File: src/design/backlight_ctrl_defs.vh
/*
 * constants for the backlight control and timer register bank:
 * offsets, field positions, reset values, codes and timing counts.
 * assumes the includer runs on a 250 MHz clock.
 */
`ifndef BACKLIGHT_CTRL_DEFS_VH
`define BACKLIGHT_CTRL_DEFS_VH

`define BL_OFS_MODE        8'h00
`define BL_OFS_CONTROL     8'h02
`define BL_OFS_TIMERS      8'h03

`define BL_MODE_RESET      8'h00
`define BACKLIGHT_CONTROL_SETTINGS_RESET   8'h00
`define BL_TIMERS_RESET    8'h00

`define BL_MODE_OPER_BIT   7
`define BL_MODE_EN_BIT     6
`define BL_MODE_DIM_BIT    5

`define BL_CTL_LVL_HI      7
`define BL_CTL_LVL_LO      6
`define BL_CTL_LAW_HI      5
`define BL_CTL_LAW_LO      4
`define BL_CTL_AUTO_BIT    3
`define BL_CTL_OVP_BIT     2
`define BL_CTL_FADE_OVERRIDE_BIT    1
`define BL_CTL_KPW_BIT     0

`define BL_TIM_OFF_HI      7
`define BL_TIM_OFF_LO      4
`define BL_TIM_DIM_HI      3
`define BL_TIM_DIM_LO      0

`define BRIGHTNESS_LEVEL_FIELD_DAYLIGHT    2'h0
`define BRIGHTNESS_LEVEL_FIELD_OFFICE      2'h1
`define BRIGHTNESS_LEVEL_FIELD_DARK        2'h2
`define BRIGHTNESS_LEVEL_FIELD_RESERVED    2'h3

`define FADE_TRANSFER_LAW_LINEAR      2'h0
`define FADE_TRANSFER_LAW_SQUARE      2'h1
`define FADE_TRANSFER_LAW_CUBIC1      2'h2
`define FADE_TRANSFER_LAW_CUBIC2      2'h3

`define BL_TIMER_OFF_CODE  4'h0
`define BL_FINE_LAST_CODE  4'h7
`define BL_CLK_MHZ         250
`define BL_STEP_TIME_S     5
// one 5 s step at 250 MHz, sized to the prescaler width
`define BL_STEP_CYCLES     31'h4a817c80

`endif

File: src/design/backlight_control_timers.v
/*
 * backlight control and off/dim timer register bank with its state logic.
 * assumes a host-side serial interface delivers one-cycle register strobes
 * synchronous to clk_i, and that comparator, key and overvoltage inputs
 * are already synchronous and debounced.
 */
`timescale 1ns/100ps
`default_nettype none
`include "backlight_ctrl_defs.vh"

// Functional notes
// level field codes 00, 01, 10 pick daylight, office and dark.
// law field codes 00..11 pick linear, square, cubic one, cubic two.
// auto adjust clear leaves the level to software writes only.
// auto adjust set lets comparators drive the level field.
// ramp-down request follows overvoltage only while its enable is set; the code also requires backlight enable.
// fade override output follows its control bit.
// key wake set makes a key press in operating mode set backlight enable.
// software sets key wake before leaving standby.
// off timer code 0 disables, else 10 to 120 seconds.
// dim timer uses the same duration codes as the off timer.
// software programs both timers before enabling the backlight.
// dim timer expiry sets dim enable; manual dim stays until cleared.
// backlight enable bit turns the driver on, set by software or wake.
// reserved level code 11 behaves as daylight.
// off expiry clears enable; timers restart on enable or wake.
module backlight_control_timers #(
    parameter [30:0] STEP_CYCLES = `BL_STEP_CYCLES
) (
    input  wire       clk_i,
    input  wire       rst_i,
    input  wire [7:0] reg_addr_i,
    input  wire [7:0] reg_wdata_i,
    input  wire       reg_wr_i,
    input  wire       reg_rd_i,
    input  wire       key_press_i,
    input  wire       amb_above_day_i,
    input  wire       amb_above_office_i,
    input  wire       overvoltage_condition_i,
    output reg  [7:0] reg_rdata_o,
    output reg        operating_o,
    output reg        backlight_on_o,
    output reg        dim_o,
    output reg        level_day_o,
    output reg        level_office_o,
    output reg        level_dark_o,
    output reg  [3:0] law_sel_o,
    output reg        ovp_rampdown_o,
    output reg        fade_override_o
);

    // register bits
    reg        standby_control_bit_q;
    reg        backlight_enable_bit_q;
    reg        dim_enable_q;
    reg  [1:0] brightness_level_field_q;
    reg  [1:0] fade_transfer_law_q;
    reg        auto_level_adjust_q;
    reg        overvoltage_rampdown_enable_q;
    reg        fade_override_q;
    reg        key_press_wake_q;
    reg  [3:0] off_timer_field_q;
    reg  [3:0] dim_timer_field_q;

    reg        standby_control_bit_d;
    reg        backlight_enable_bit_d;
    reg        dim_enable_d;
    reg  [1:0] brightness_level_field_d;

    // step prescaler and timer plumbing
    reg  [30:0] step_cnt_q;
    reg         step_tick_q;
    reg         enable_seen_q;
    wire        wr_mode;
    wire        wr_control;
    wire        wr_timers;
    wire        wake;
    wire        enable_rise;
    wire        timers_restart;
    wire        timers_run;
    wire        off_expired;
    wire        dim_expired;
    wire        lvl_day;
    wire        lvl_office;
    wire        lvl_dark;
    reg  [1:0]  ambient_level;
    reg  [3:0]  law_onehot;

    assign wr_mode    = reg_wr_i && (reg_addr_i == `BL_OFS_MODE);
    assign wr_control = reg_wr_i && (reg_addr_i == `BL_OFS_CONTROL);
    assign wr_timers  = reg_wr_i && (reg_addr_i == `BL_OFS_TIMERS);

    // wake only in operating mode with key wake on
    assign wake = key_press_wake_q && key_press_i && standby_control_bit_q;

    assign enable_rise    = backlight_enable_bit_q && !enable_seen_q;
    // restart on enable or key wake
    assign timers_restart = enable_rise || wake;
    assign timers_run     = backlight_enable_bit_q && standby_control_bit_q;

    // one shared prescaler; restarting it keeps the first step a full 5 s
    always @(posedge clk_i) begin
        if (rst_i) begin
            step_cnt_q    <= 31'h00000000;
            step_tick_q   <= 1'b0;
            enable_seen_q <= 1'b0;
        end else begin
            enable_seen_q <= backlight_enable_bit_q;
            step_tick_q   <= 1'b0;
            if (timers_restart || !timers_run) begin
                step_cnt_q <= 31'h00000000;
            end else if (step_cnt_q >= STEP_CYCLES - 31'h00000001) begin
                step_cnt_q  <= 31'h00000000;
                step_tick_q <= 1'b1;
            end else begin
                step_cnt_q <= step_cnt_q + 31'h00000001;
            end
        end
    end

    // off timer
    duration_timer u_off_timer (
        .clk_i     (clk_i),
        .rst_i     (rst_i),
        .run_i     (timers_run),
        .restart_i (timers_restart),
        .tick_i    (step_tick_q),
        .code_i    (off_timer_field_q),
        .expired_o (off_expired)
    );

    // dim timer with the same codes
    duration_timer u_dim_timer (
        .clk_i     (clk_i),
        .rst_i     (rst_i),
        .run_i     (timers_run),
        .restart_i (timers_restart),
        .tick_i    (step_tick_q),
        .code_i    (dim_timer_field_q),
        .expired_o (dim_expired)
    );

    // comparators pick the brightest level whose threshold is exceeded
    always @* begin
        if (amb_above_day_i) begin
            ambient_level = `BRIGHTNESS_LEVEL_FIELD_DAYLIGHT;
        end else if (amb_above_office_i) begin
            ambient_level = `BRIGHTNESS_LEVEL_FIELD_OFFICE;
        end else begin
            ambient_level = `BRIGHTNESS_LEVEL_FIELD_DARK;
        end
    end

    // mode and level bits: hardware events win over a same-cycle write
    always @* begin
        standby_control_bit_d    = standby_control_bit_q;
        backlight_enable_bit_d   = backlight_enable_bit_q;
        dim_enable_d             = dim_enable_q;
        brightness_level_field_d = brightness_level_field_q;
        if (wr_mode) begin
            standby_control_bit_d  = reg_wdata_i[`BL_MODE_OPER_BIT];
            // software sets or clears enable
            backlight_enable_bit_d = reg_wdata_i[`BL_MODE_EN_BIT];
            // manual dim persists until software, off expiry or a key wake clears it
            dim_enable_d           = reg_wdata_i[`BL_MODE_DIM_BIT];
        end
        // off expiry turns the backlight off
        if (off_expired) begin
            backlight_enable_bit_d = 1'b0;
            dim_enable_d           = 1'b0;
        end
        // dim expiry sets dim enable
        if (dim_expired) begin
            dim_enable_d = 1'b1;
        end
        // key press wakes the backlight at full level
        if (wake) begin
            backlight_enable_bit_d = 1'b1;
            dim_enable_d           = 1'b0;
        end
        if (auto_level_adjust_q) begin
            // state machine owns the level field
            brightness_level_field_d = ambient_level;
        end else if (wr_control) begin
            // only software moves the level
            brightness_level_field_d = reg_wdata_i[`BL_CTL_LVL_HI:`BL_CTL_LVL_LO];
        end
    end

    always @(posedge clk_i) begin
        if (rst_i) begin
            standby_control_bit_q    <= 1'b0;
            backlight_enable_bit_q   <= 1'b0;
            dim_enable_q             <= 1'b0;
            brightness_level_field_q <= `BRIGHTNESS_LEVEL_FIELD_DAYLIGHT;
        end else begin
            standby_control_bit_q    <= standby_control_bit_d;
            backlight_enable_bit_q   <= backlight_enable_bit_d;
            dim_enable_q             <= dim_enable_d;
            brightness_level_field_q <= brightness_level_field_d;
        end
    end

    // timers accept writes at any time; a new code applies from the next step tick
    always @(posedge clk_i) begin
        if (rst_i) begin
            fade_transfer_law_q           <= `FADE_TRANSFER_LAW_LINEAR;
            auto_level_adjust_q           <= 1'b0;
            overvoltage_rampdown_enable_q <= 1'b0;
            fade_override_q               <= 1'b0;
            key_press_wake_q              <= 1'b0;
            off_timer_field_q             <= `BL_TIMER_OFF_CODE;
            dim_timer_field_q             <= `BL_TIMER_OFF_CODE;
        end else begin
            if (wr_control) begin
                fade_transfer_law_q           <= reg_wdata_i[`BL_CTL_LAW_HI:`BL_CTL_LAW_LO];
                auto_level_adjust_q           <= reg_wdata_i[`BL_CTL_AUTO_BIT];
                overvoltage_rampdown_enable_q <= reg_wdata_i[`BL_CTL_OVP_BIT];
                fade_override_q               <= reg_wdata_i[`BL_CTL_FADE_OVERRIDE_BIT];
                // set before standby exit so the first press counts
                key_press_wake_q              <= reg_wdata_i[`BL_CTL_KPW_BIT];
            end
            if (wr_timers) begin
                off_timer_field_q <= reg_wdata_i[`BL_TIM_OFF_HI:`BL_TIM_OFF_LO];
                dim_timer_field_q <= reg_wdata_i[`BL_TIM_DIM_HI:`BL_TIM_DIM_LO];
            end
        end
    end

    level_decode u_level_decode (
        .code_i   (brightness_level_field_q),
        .day_o    (lvl_day),
        .office_o (lvl_office),
        .dark_o   (lvl_dark)
    );

    // transfer law one-hot select
    always @* begin
        case (fade_transfer_law_q)
            `FADE_TRANSFER_LAW_LINEAR: begin
                law_onehot = 4'h1;
            end
            `FADE_TRANSFER_LAW_SQUARE: begin
                law_onehot = 4'h2;
            end
            `FADE_TRANSFER_LAW_CUBIC1: begin
                law_onehot = 4'h4;
            end
            default: begin
                law_onehot = 4'h8;
            end
        endcase
    end

    // outputs are registered so the driver sees glitch-free controls
    always @(posedge clk_i) begin
        if (rst_i) begin
            operating_o     <= 1'b0;
            backlight_on_o  <= 1'b0;
            dim_o           <= 1'b0;
            level_day_o     <= 1'b1;
            level_office_o  <= 1'b0;
            level_dark_o    <= 1'b0;
            law_sel_o       <= 4'h1;
            ovp_rampdown_o  <= 1'b0;
            fade_override_o <= 1'b0;
        end else begin
            operating_o     <= standby_control_bit_q;
            // driver on only with enable in operating mode
            backlight_on_o  <= backlight_enable_bit_q && standby_control_bit_q;
            dim_o           <= dim_enable_q && backlight_enable_bit_q && standby_control_bit_q;
            level_day_o     <= lvl_day;
            level_office_o  <= lvl_office;
            level_dark_o    <= lvl_dark;
            law_sel_o       <= law_onehot;
            // ramp down only while enabled, backlight enable is set and overvoltage persists
            ovp_rampdown_o  <= overvoltage_rampdown_enable_q && overvoltage_condition_i
                               && backlight_enable_bit_q;
            // fade override follows its bit
            fade_override_o <= fade_override_q;
        end
    end

    // read port; unused bits and unmapped offsets read zero
    always @(posedge clk_i) begin
        if (rst_i) begin
            reg_rdata_o <= 8'h00;
        end else if (reg_rd_i) begin
            case (reg_addr_i)
                `BL_OFS_MODE: begin
                    reg_rdata_o <= {standby_control_bit_q, backlight_enable_bit_q,
                                    dim_enable_q, 5'h00};
                end
                `BL_OFS_CONTROL: begin
                    reg_rdata_o <= {brightness_level_field_q, fade_transfer_law_q,
                                    auto_level_adjust_q, overvoltage_rampdown_enable_q,
                                    fade_override_q, key_press_wake_q};
                end
                `BL_OFS_TIMERS: begin
                    reg_rdata_o <= {off_timer_field_q, dim_timer_field_q};
                end
                default: begin
                    reg_rdata_o <= 8'h00;
                end
            endcase
        end
    end

endmodule
`default_nettype wire

File: src/design/duration_timer.v
/*
 * inactivity timer counting 5 s steps for a 4-bit duration code.
 * assumes tick_i is a one-cycle pulse every step from the caller.
 */
`timescale 1ns/100ps
`default_nettype none
`include "backlight_ctrl_defs.vh"

module duration_timer (
    input  wire       clk_i,
    input  wire       rst_i,
    input  wire       run_i,
    input  wire       restart_i,
    input  wire       tick_i,
    input  wire [3:0] code_i,
    output reg        expired_o
);

    reg  [4:0] steps_q;
    reg        done_q;
    reg  [4:0] target;

    // 10..40 s by 5 s, 50..120 s by 10 s
    always @* begin
        if (code_i <= `BL_FINE_LAST_CODE) begin
            target = {1'b0, code_i} + 5'h01;
        end else begin
            target = {code_i, 1'b0} - 5'h06;
        end
    end

    always @(posedge clk_i) begin
        if (rst_i) begin
            steps_q   <= 5'h00;
            done_q    <= 1'b0;
            expired_o <= 1'b0;
        end else begin
            expired_o <= 1'b0;
            if (restart_i || !run_i) begin
                steps_q <= 5'h00;
                done_q  <= 1'b0;
            // code zero never expires
            end else if (tick_i && !done_q && code_i != `BL_TIMER_OFF_CODE) begin
                if (steps_q + 5'h01 >= target) begin
                    expired_o <= 1'b1;
                    done_q    <= 1'b1;
                end
                steps_q <= steps_q + 5'h01;
            end
        end
    end

endmodule
`default_nettype wire

File: src/design/level_decode.v
/*
 * decodes the brightness level field into one-hot operating levels.
 * assumes a purely combinational use; the caller registers the result.
 */
`timescale 1ns/100ps
`default_nettype none
`include "backlight_ctrl_defs.vh"

module level_decode (
    input  wire [1:0] code_i,
    output reg        day_o,
    output reg        office_o,
    output reg        dark_o
);

    always @* begin
        day_o    = 1'b0;
        office_o = 1'b0;
        dark_o   = 1'b0;
        // level decode
        case (code_i)
            `BRIGHTNESS_LEVEL_FIELD_OFFICE: begin
                office_o = 1'b1;
            end
            `BRIGHTNESS_LEVEL_FIELD_DARK: begin
                dark_o = 1'b1;
            end
            // reserved acts as daylight
            default: begin
                day_o = 1'b1;
            end
        endcase
    end

endmodule
`default_nettype wire
File: config.mk
export PLATFORM = sky130hd
export DESIGN_NAME = backlight_control_timers
export DESIGN_NICKNAME = d
export VERILOG_FILES = /design/src/design/backlight_control_timers.v /design/src/design/duration_timer.v /design/src/design/level_decode.v
export VERILOG_INCLUDE_DIRS = /design/src /design/src/design
export SDC_FILE = /design/constraint.sdc
export NUM_CORES = 1
export LEC_CHECK = 0
export CORE_ASPECT_RATIO = 0.9
export CORE_UTILIZATION = 63
export DETAILED_ROUTE_END_ITERATION = 8
export DONT_BUFFER_PORTS = 1
export PLACE_DENSITY = 0.79
export SYNTH_ARGS = -nofsm -noshare
export SYNTH_HDL_FRONTEND = slang
export SYNTH_SLANG_ARGS = --single-unit
File: constraint.sdc
create_clock -name clk_i -period 5.4 [get_ports clk_i]
set_clock_uncertainty 0.2 [all_clocks]
set_input_delay 0 -clock clk_i [delete_from_list [all_inputs] [get_ports clk_i]]
set_output_delay 0 -clock clk_i [all_outputs]
set_load 0.03 [all_outputs]
==> results of run 1 <==
-- final cells by class --
cell class	count	area, um^2
multi-input cells	337	2271
flip-flops and latches	86	1722
fillers	405	1405
repair buffers	41	417.9
clock buffers	10	137.6
clock inverters	6	108.9
well taps	87	108.9
inverters	12	45.04
-- per-stage QoR --
stage | hold slack [ps] | power [uW] | util | cells
after floorplan | -59.30 | 660.6 | - | 452
after global placement | -123.5 | 654.4 | 0.6683 | 523
after detailed placement | -122.2 | 654.6 | 0.6683 | 523
after CTS | 114.8 | 1209 | 0.7740 | 579
after global routing | 160.6 | 1239 | 0.7740 | 579
final | 151.5 | 1204 | 0.7740 | 579
-- cells in the final DEF (no fill, tap or decap), types with 9 or more instances in the layout --
| master | n |
|---|---|
| a21oi_1 | 20 |
| nand3_1 | 25 |
| mux2i_1 | 23 |
| dfxtp_1 | 86 |
| xnor2_1 | 25 |
| nor2_1 | 77 |
| inv_1 | 12 |
| ha_1 | 19 |
| nor2b_1 | 10 |
| dlygate4sd3_1 | 39 |
| xor2_1 | 19 |
| o21ai_0 | 9 |
| nand2b_1 | 12 |
| nand2_1 | 21 |
| clkbuf_8 | 10 |
-- layer usage --
metal  vias to the layer above  GRT usage
met5                         -          0
met4                         0     0.1033
met3                        24    0.08202
met2                       152     0.4701
met1                      1603     0.3726
li1                       1617          -
-- state kept, by name, indices dropped and copies added, names as in the netlist, 2 cells and up --
signal	count
brightness_level_field_q	2
off_timer_field_q	4
dim_timer_field_q	4
u_dim_timer.steps_q	5
reg_rdata_o	8
u_off_timer.steps_q	5
fade_transfer_law_q	2
step_cnt_q	31
law_sel_o	4
-- report_power, final --
| group | switching (uW) | internal, uW | total (uW) |
|---|---|---|---|
| clock network | 223 | 319 | 542 |
| registers | 0.552 | 634 | 634 |
| logic | 13.5 | 14.3 | 27.8 |
| total | 237 | 967 | 1200 |
-- cell families after synthesis --
family / Yosys count / share of synthesized area
buf+inv: 29 / 0.02979
fa+ha+maj: 19 / 0.05777
mux: 28 / 0.06962
simple gates: 201 / 0.2645
flops: 86 / 0.4184
compound gates: 45 / 0.06628
xor+xnor: 44 / 0.09365
-- what timing repair did --
item / 4_1_cts / 5_1_grt
resized for setup: 0 / 0
setup buffers: 0 / 0
endpoints found under the hold margin: 52 / 0
hold buffers: 40 / 0
-- path summary, 6_finish.rpt --
kind / startpoint / to / slack (ps) / cells after the start
worst max-delay path: reg_addr_i[3] / backlight_enable_bit_q / 2670 / 7
worst min-delay path: reg_addr_i[0] / brightness_level_field_q[0] / 150 / 2
worst max register to register: off_timer_field_q[2] / reg_rdata_o[6] / 3010 / 6
worst min register to register: step_cnt_q[0] / step_cnt_q[0] / 290 / 1
-- critical path, delay by kind of cell --
kind | cells | cell delay [ps]
AO/OA/AOI/OAI | 1 | 240
AND/OR/NAND/NOR | 2 | 640
multiplexers | 1 | 90
buffers and inverters | 3 | 1860
==> results.yml, run 1 <==
synth:
  yosysWarnings: 0
  synth_cells: 452
  async_flop_share: 0
  synth.avg_cell_area_um2: 9.104
  yosys.cell_count.top_type: "dfxtp_1"
  ys_seq_area_frac: 0.4184
  synth_edf_count: 0
  syn-num-nets: 495
  synth_ff_type: "dfxtp_1"
  synthTopCellsByCount: "dfxtp_1 (86), nor2_1 (77), nand3_1 (25), xnor2_1 (25), mux2i_1 (23)"
  ys_types: 51
  synth_top_area_cell: "dfxtp_1"
  synth.cell_area_um2: 4115
  synth_top_cell_area_share: 0.4184
  synth_area_leaders: "dfxtp_1 (42%), nor2_1 (7.0%), ha_1 (5.8%)"
  ys_seq_elements: 86
global_routing:
  grt_usage: 0.2917
  antenna_found_initial: 0
  grt_max_degree: 38
  overflow: 0
  grt_pass1_vias: 3334
  grt_pass1_wl_um: 15480
timing:
  slew_violations: 0
  worst_pin_slew_ps: 719.2
  relSlewSlack: 0.5161
  period_share: 0.5058
  setup_tns_ps: 0
  layout_setup_ws_ps: 2669
  fmax_mhz: 366.1
  setup_viol: 0
  rsz0062_at_grt: "no"
  final_hold_viol_count: 0
  period_needed_ps: 2731
power:
  leakagePower_uw: 0.001839
  p_per_area_nw_per_um2: 250.2
  peakVddDrop_mv: 0.1848
worst_setup_path:
  slowest_delay_ps: 680
  cp.required_ps: 5500
  start_kind: "primary input"
  cp-end-kind: "flop"
  arrival_ps: 2830
  worst-setup-path-type: "primary input to flop"
  crit_chain: "dlygate4sd3_1, nor3_4, dlygate4sd3_1, and4bb_2, mux2i_1, o31ai_1, dlygate4sd3_1"
  cpMostUsedCell: "dlygate4sd3_1"
  critical_path.slowest_cell: "dlygate4sd3_1"
  crit_path_max_fanout: 5
clock_tree:
  cts_tree: "built"
  cts_made_buffers: 9
  clk_pin_slew_worst_paths_ps: 80
  htreeDepth: 3
  clock_latency_ps: 350
  root_buffer: "clkbuf_8"
  cts.sinks: 86
  clockBufferDepth: 2
final_layout:
  antenna_cells: 0
  area_growth_pct: 16.90
  final_area_um2: 4811
  final_nets: 530
  drive_gt1_frac: 0.07520
floorplanning:
  ios: 44
  dieWidth_um: 87.19
  row_count: 27
  die_h_um: 78.68
  die_area_um2: 6860
  core_area_um2: 6216
  start_util: 0.6620
route:
  wl_met3_um: 698
  dr.pass1.iters: 5
  drt_iter0_markers: 286
  top_layer: "met4"
  vias: 3396
  wl_met1_um: 4130
  drc_errors: 0
  routed_wl_um: 9517
  ant_nets: 0
  dr_wl_met2_um: 4473
  wl_per_cell_um: 16.44
  viasPerCell: 5.865
hold_path:
  min_path_type: "primary input to flop"
place:
  placed_area_um2: 4154
  gp_congestion: 0.8373
  pre_cts_ws_ps: 3121
  hpwl_um: 5562
  place.port_buffers: 0
run:
  drv_cap: 0
outcome:
  run_status: "complete, no violations"
Power figures use the tool's default switching activity.
==> inputs of run 2 (changes only) <==
Clock period 5.4 ns to 2.8 ns, I/O delays scaled along.
==> run 2 against run 1 <==
- non-clock buffer count decreased by 7
- via count decreased by 4.4%
- power increased by 86%
- combinational power increased by 99%
- wire length decreased by 7.2%
- worst setup slack got worse by 2200 ps
- critical path depth decreased by 1
- core utilization decreased by 1.4 points
- critical path type is now flop to flop
==> results.yml, run 2 (synthesis gave the netlist of run 1 again) <==
place:
  gp_congestion: 0.8486
  placed_area_um2: 4182
  hpwl_um: 5344
  place.port_buffers: 0
  placedCellCount: 525
  pre_cts_ws_ps: 514.8
power:
  peakVddDrop_mv: 0.3946
  p_per_area_nw_per_um2: 474.0
  leakagePower_uw: 0.001791
timing:
  setup_tns_ps: 0
  slew_violations: 0
  whs_ps: 71.14
  final_hold_viol_count: 0
  fmax_mhz: 435.9
  period_share: 0.8194
  layout_setup_ws_ps: 505.8
  period_needed_ps: 2294
  worst_pin_slew_ps: 691.7
  relSlewSlack: 0.5346
  rsz0062_at_grt: "no"
  setup_viol: 0
final_layout:
  area_growth_pct: 14.78
  final_nets: 523
  multi_input_area_um2: 2271
  largest_registers: "step_cnt_q x31, reg_rdata_o x8"
  seqCellArea_um2: 1722
  antenna_cells: 0
  fill_cells: 431
  largest_register: "step_cnt_q"
  final_area_um2: 4723
  largest_reg_flops: 31
  layout_commonest_cell: "dfxtp_1"
  final_cell_count_no_fill: 572
  final_cell_mix: "dfxtp_1 (86), nor2_1 (77), dlygate4sd3_1 (30), nand3_1 (25), xnor2_1 (25)"
  drive_gt1_frac: 0.08041
clock_tree:
  htreeDepth: 3
  clock_latency_ps: 360
  cts.sinks: 86
  clk_pin_slew_worst_paths_ps: 90
  post-cts-setup-buffer-count: 0
  cts_resized: 0
  cts_made_buffers: 9
  root_buffer: "clkbuf_8"
  cts_tree: "built"
  clockBufferDepth: 2
global_routing:
  overflow: 0
  busiest_layer: "met2"
  grt_pass1_vias: 3132
  grtUsageMet2: 0.4402
  grt_usage: 0.2764
  grt_max_degree: 38
  antenna_found_initial: 0
  grt_pass1_wl_um: 14680
  grtUsageMet3: 0.07571
  met1_usage: 0.3642
floorplanning:
  die_area_um2: 6860
  ios: 44
  core_area_um2: 6216
  dieWidth_um: 87.19
  row_count: 27
  start_util: 0.6620
  die_h_um: 78.68
worst_setup_path:
  worst-setup-path-type: "flop to flop"
  cp.required_ps: 2910
  arrival_ps: 2410
  start_kind: "flop"
  crit_path_max_fanout: 9
  cp-end-kind: "flop"
hold_path:
  min_path_type: "primary input to flop"
route:
  routed_wl_um: 8832
  ant_nets: 0
  vias: 3246
  viasPerCell: 5.675
  wl_per_cell_um: 15.44
  drt_iter0_markers: 258
  dr.pass1.iters: 4
  drc_errors: 0
run:
  drv_cap: 0
outcome:
  run_status: "complete, no violations"
[run 2: cell types whose count changed in the layout (fill, tap and decap cells not counted)]
| cell | previous run | this run |
|---|---|---|
| clkbuf_8 | 10 | 9 |
| buf_12 | 1 | 2 |
| clkinvlp_4 | 0 | 2 |
| clkinv_2 | 2 | 1 |
| buf_4 | 1 | 2 |
| inv_6 | 0 | 1 |
| bufinv_16 | 3 | 2 |
| dlygate4sd3_1 | 39 | 30 |
[run 2: final timing paths]
| check | depth (start not counted) | slack (ps) | to | start |
|---|---|---|---|---|
| worst max-delay path | 6 | 510 | step_cnt_q[30] | step_cnt_q[0] |
| worst min-delay path | 4 | 70 | dim_enable_q | reg_addr_i[4] |
| worst max register to register | 6 | 510 | step_cnt_q[30] | step_cnt_q[0] |
| worst min register to register | 2 | 270 | dim_enable_q | u_dim_timer.expired_o |
[run 2: cell type report]
type                       count  share of cell area
clock buffer                   9             0.02623
clock inverter                 7             0.02066
inverter                      12            0.009536
multi-input combinational    337              0.4808
sequential                    86              0.3645
tap                           87             0.02305
timing repair buffer          34             0.07523
[run 2: what timing repair did]
| action | CTS | global route |
|---|---|---|
| endpoints found under the hold margin | 53 | 0 |
| hold buffers | 31 | 0 |
| endpoints found under the setup margin | 0 | 0 |
[run 2: metrics by stage]
stage | util | total power [uW]
6_report | 0.7599 | 2239
5_1_grt | 0.7599 | 2302
3_3_place_gp | 0.6727 | 1262
3_5_place_dp | 0.6727 | 1262
4_1_cts | 0.7599 | 2244
2_1_floorplan | - | 1274
[run 2: layer usage]
layer	vias to the layer above	share of wire
met5	-	0
met4	0	0.018
met3	24	0.049
met2	87	0.47
met1	1534	0.46
li1	1601	-
[run 2: worst max-delay path, cell delays in order (launching register included)]
cell and delay, ps:
dfxtp_1 400, ha_1 300, inv_1 60, or4_1 730, nor2_1 260, a31o_2 190
and2b_1 100
[run 2: report_power, final]
group	leakage, uW	internal, uW	switching (uW)
clock	0.000106	505	455
sequential	0.000692	1220	1.04
combinational	0.000993	28.3	27.1
==> inputs of run 3 (changes only) <==
Settings changed: ABC_AREA set to 1.
Clock period 2.8 ns to 2.2 ns, I/O delays scaled along.
==> run 3 against run 2 <==
- synthesized cell count increased by 42%
- first-iteration DRC count rose by 41%
- via count rose by 29%
- sequential power increased by 28%
- critical path type is now primary input to flop
==> results.yml, run 3 <==
synth:
  synth_top_cell_area_share: 0.3878
  synth_top_family_by_area: "simple AND/OR/NAND/NOR gates"
  synth_ff_type: "dfxtp_1"
  synthTopCellsByCount: "nand2_1 (157), nor2_1 (102), dfxtp_1 (86)"
  yosys.cell_count.top_type: "nand2_1"
  syn-num-nets: 685
  yosysWarnings: 0
  synth_cells: 642
  synth_top_area_cell: "dfxtp_1"
  muxShareOfSynthArea: 0
  ys_types: 32
  ys_seq_area_frac: 0.3878
  synth_area_leaders: "dfxtp_1 (39%), nand2_1 (13%), nor2_1 (8.6%)"
  ys_seq_elements: 86
  synthXorXnorAreaFrac: 0.04735
  async_flop_share: 0
  synth-compound-area-share: 0.09386
  synth_edf_count: 0
  synth.avg_cell_area_um2: 6.915
  yosys.area_share.simple: 0.3286
  synth_adder_area_share: 0.05355
  synth.cell_area_um2: 4439
floorplanning:
  die_h_um: 81.64
  die_area_um2: 7387
  start_util: 0.6634
  row_count: 28
  core_area_um2: 6691
  dieWidth_um: 90.49
  ios: 44
timing:
  whs_ps: 146.0
  slew_violations: 0
  setup_tns_ps: 0
  fmax_mhz: 479.3
  final_hold_viol_count: 0
  worst_pin_slew_ps: 805.5
  rsz0062_at_grt: "no"
  setup_viol: 0
  period_needed_ps: 2086
  relSlewSlack: 0.4630
  period_share: 0.9483
clock_tree:
  root_buffer: "clkbuf_8"
  htreeDepth: 3
  cts_made_buffers: 9
  clk_pin_slew_worst_paths_ps: 90
  cts_tree: "built"
  clock_latency_ps: 370
  cts.sinks: 86
  clockBufferDepth: 2
run:
  drv_cap: 0
worst_setup_path:
  slowest_delay_ps: 580
  critical_path.slowest_cell: "dlygate4sd3_1"
  arrival_ps: 2150
  cp.required_ps: 2260
  cp.buffers_inverters: 3
  crit_family: "buffers and inverters"
  crit_chain: "dlygate4sd3_1, nor2_1, inv_1, nor2_4, nand3_2, o21ai_0, dlygate4sd3_1, a21oi_1"
  crit_path_max_fanout: 13
  cp-end-kind: "flop"
  worst-setup-path-type: "primary input to flop"
  cpMostUsedCell: "dlygate4sd3_1"
  start_kind: "primary input"
final_layout:
  final_cell_mix: "nand2_1 (157), nor2_1 (102), dfxtp_1 (85), inv_1 (82), a21oi_1 (40)"
  fill_cells: 532
  drive_gt1_frac: 0.06361
  largest_register: "step_cnt_q"
  largest_reg_flops: 31
  layout_commonest_cell: "nand2_1"
  area_growth_pct: 12.94
  largest_registers: "step_cnt_q x31, reg_rdata_o x8"
  final_nets: 714
place:
  hpwl_um: 7237
  place.port_buffers: 0
  gp_congestion: 0.9101
power:
  power_switching_uw: 665.8
  p_int_uw: 2131
  sequentialPowerShare: 0.557
  combPwrFrac: 0.030
  leakagePower_uw: 0.001897
  clkPwrFrac: 0.413
  switching_share: 0.2380
  p_per_area_nw_per_um2: 557.9
  peakVddDrop_mv: 0.5030
hold_path:
  min_path_type: "primary input to flop"
route:
  wl_per_cell_um: 13.93
  routed_wl_um: 10700
  vias: 4197
  dr.pass1.iters: 5
  drc_errors: 0
  drt_iter0_markers: 364
  ant_nets: 0
  viasPerCell: 5.465
global_routing:
  antenna_found_initial: 0
  grt_pass1_wl_um: 16520
  overflow: 0
  grt_pass1_vias: 3647
  grt_max_degree: 21
  grt_usage: 0.2841
outcome:
  run_status: "complete, no violations"
run 3: changes by cell type in the layout (fill, tap and decap cells not counted), sizes merged, moves of 6 or more:
cell,delta
o21ai,+24
mux2i,-23
nor2b,-10
and3,-7
xnor2,-16
nand2b,-12
nand2,+137
nor3b,-6
a21oi,+21
nand3,+20
inv,+75
nor2,+35
run 3: metrics by stage:
stage               power (uW)  cells  utilization  area, um^2  setup slack, ps
CTS                       2793    765       0.7418        4964            11.30
detailed placement        1625    722       0.6713        4492            116.9
global route              2867    766       0.7485        5009            5.260
floorplan                 1626    642            -        4439            336.9
finish                    2797    768       0.7493        5014            113.7
global placement          1624    722       0.6713        4492            238.5
run 3: power groups by stage:
| stage | registers (uW) | logic (uW) | clock network (uW) |
|---|---|---|---|
| after floorplan | 1590 | 32.2 | 0 |
| after global placement | 1590 | 29.8 | 0 |
| after detailed placement | 1590 | 30.3 | 0 |
| after CTS | 1560 | 73.3 | 1160 |
| after global routing | 1560 | 86.5 | 1220 |
| final | 1560 | 82.9 | 1160 |
run 3: what timing repair did:
item / in CTS / in global routing
endpoints found under the hold margin: 86 / 6
setup buffers: 0 / 0
setup endpoints to repair: 0 / 10
hold buffers: 27 / 1
gates resized for setup: 0 / 10
run 3: layout make-up:
type	instances	area, um^2	area share
Antenna cell	2	5.005	0.0009983
Tap cell	90	112.6	0.02246
Multi-Input combinational cell	459	2352	0.4692
Timing Repair Buffer	30	300.3	0.05990
Inverter	85	319.1	0.06364
Clock buffer	9	123.9	0.02471
Sequential cell	86	1723	0.3436
Clock inverter	7	77.57	0.01547
run 3: path summary, 6_finish.rpt:
check / from / endpoint / slack, ps / cells past startpoint
setup / recovery: reg_addr_i[2] / fade_transfer_law_q[1] / 110 / 8
hold / removal: reg_rd_i / reg_rdata_o[6] / 150 / 3
setup reg to reg: off_timer_field_q[0] / u_off_timer.done_q / 150 / 10
hold reg to reg: u_dim_timer.expired_o / dim_enable_q / 270 / 2
run 3: routing by layer:
metal / GRT usage / up-vias / wire length [um]
met2: 0.4326 / 169 / 4536
met1: 0.3870 / 1902 / 5146
li1: - / 2097 / -
met5: 0 / - / 0
met3: 0.07500 / 29 / 782
met4: 0.1097 / 0 / 232
run 3: cells by family (layout without fill, tap and decap cells):
kind of cell	count (synthesis)	after routing
flip-flops	86	86
other	0	2
AND/OR/NAND/NOR	336	336
XOR/XNOR	24	24
buffers and inverters	97	131
AO/OA/AOI/OAI	80	80
adder cells (fa/ha/maj)	19	19
run 3: tightest hold or removal path: cells and delay by family:
| family | cells | cell delay (ps) |
|---|---|---|
| buffers and inverters | 1 | 550 |
| and+or+nand+nor | 1 | 60 |
| AOI/OAI and AO/OA | 1 | 60 |
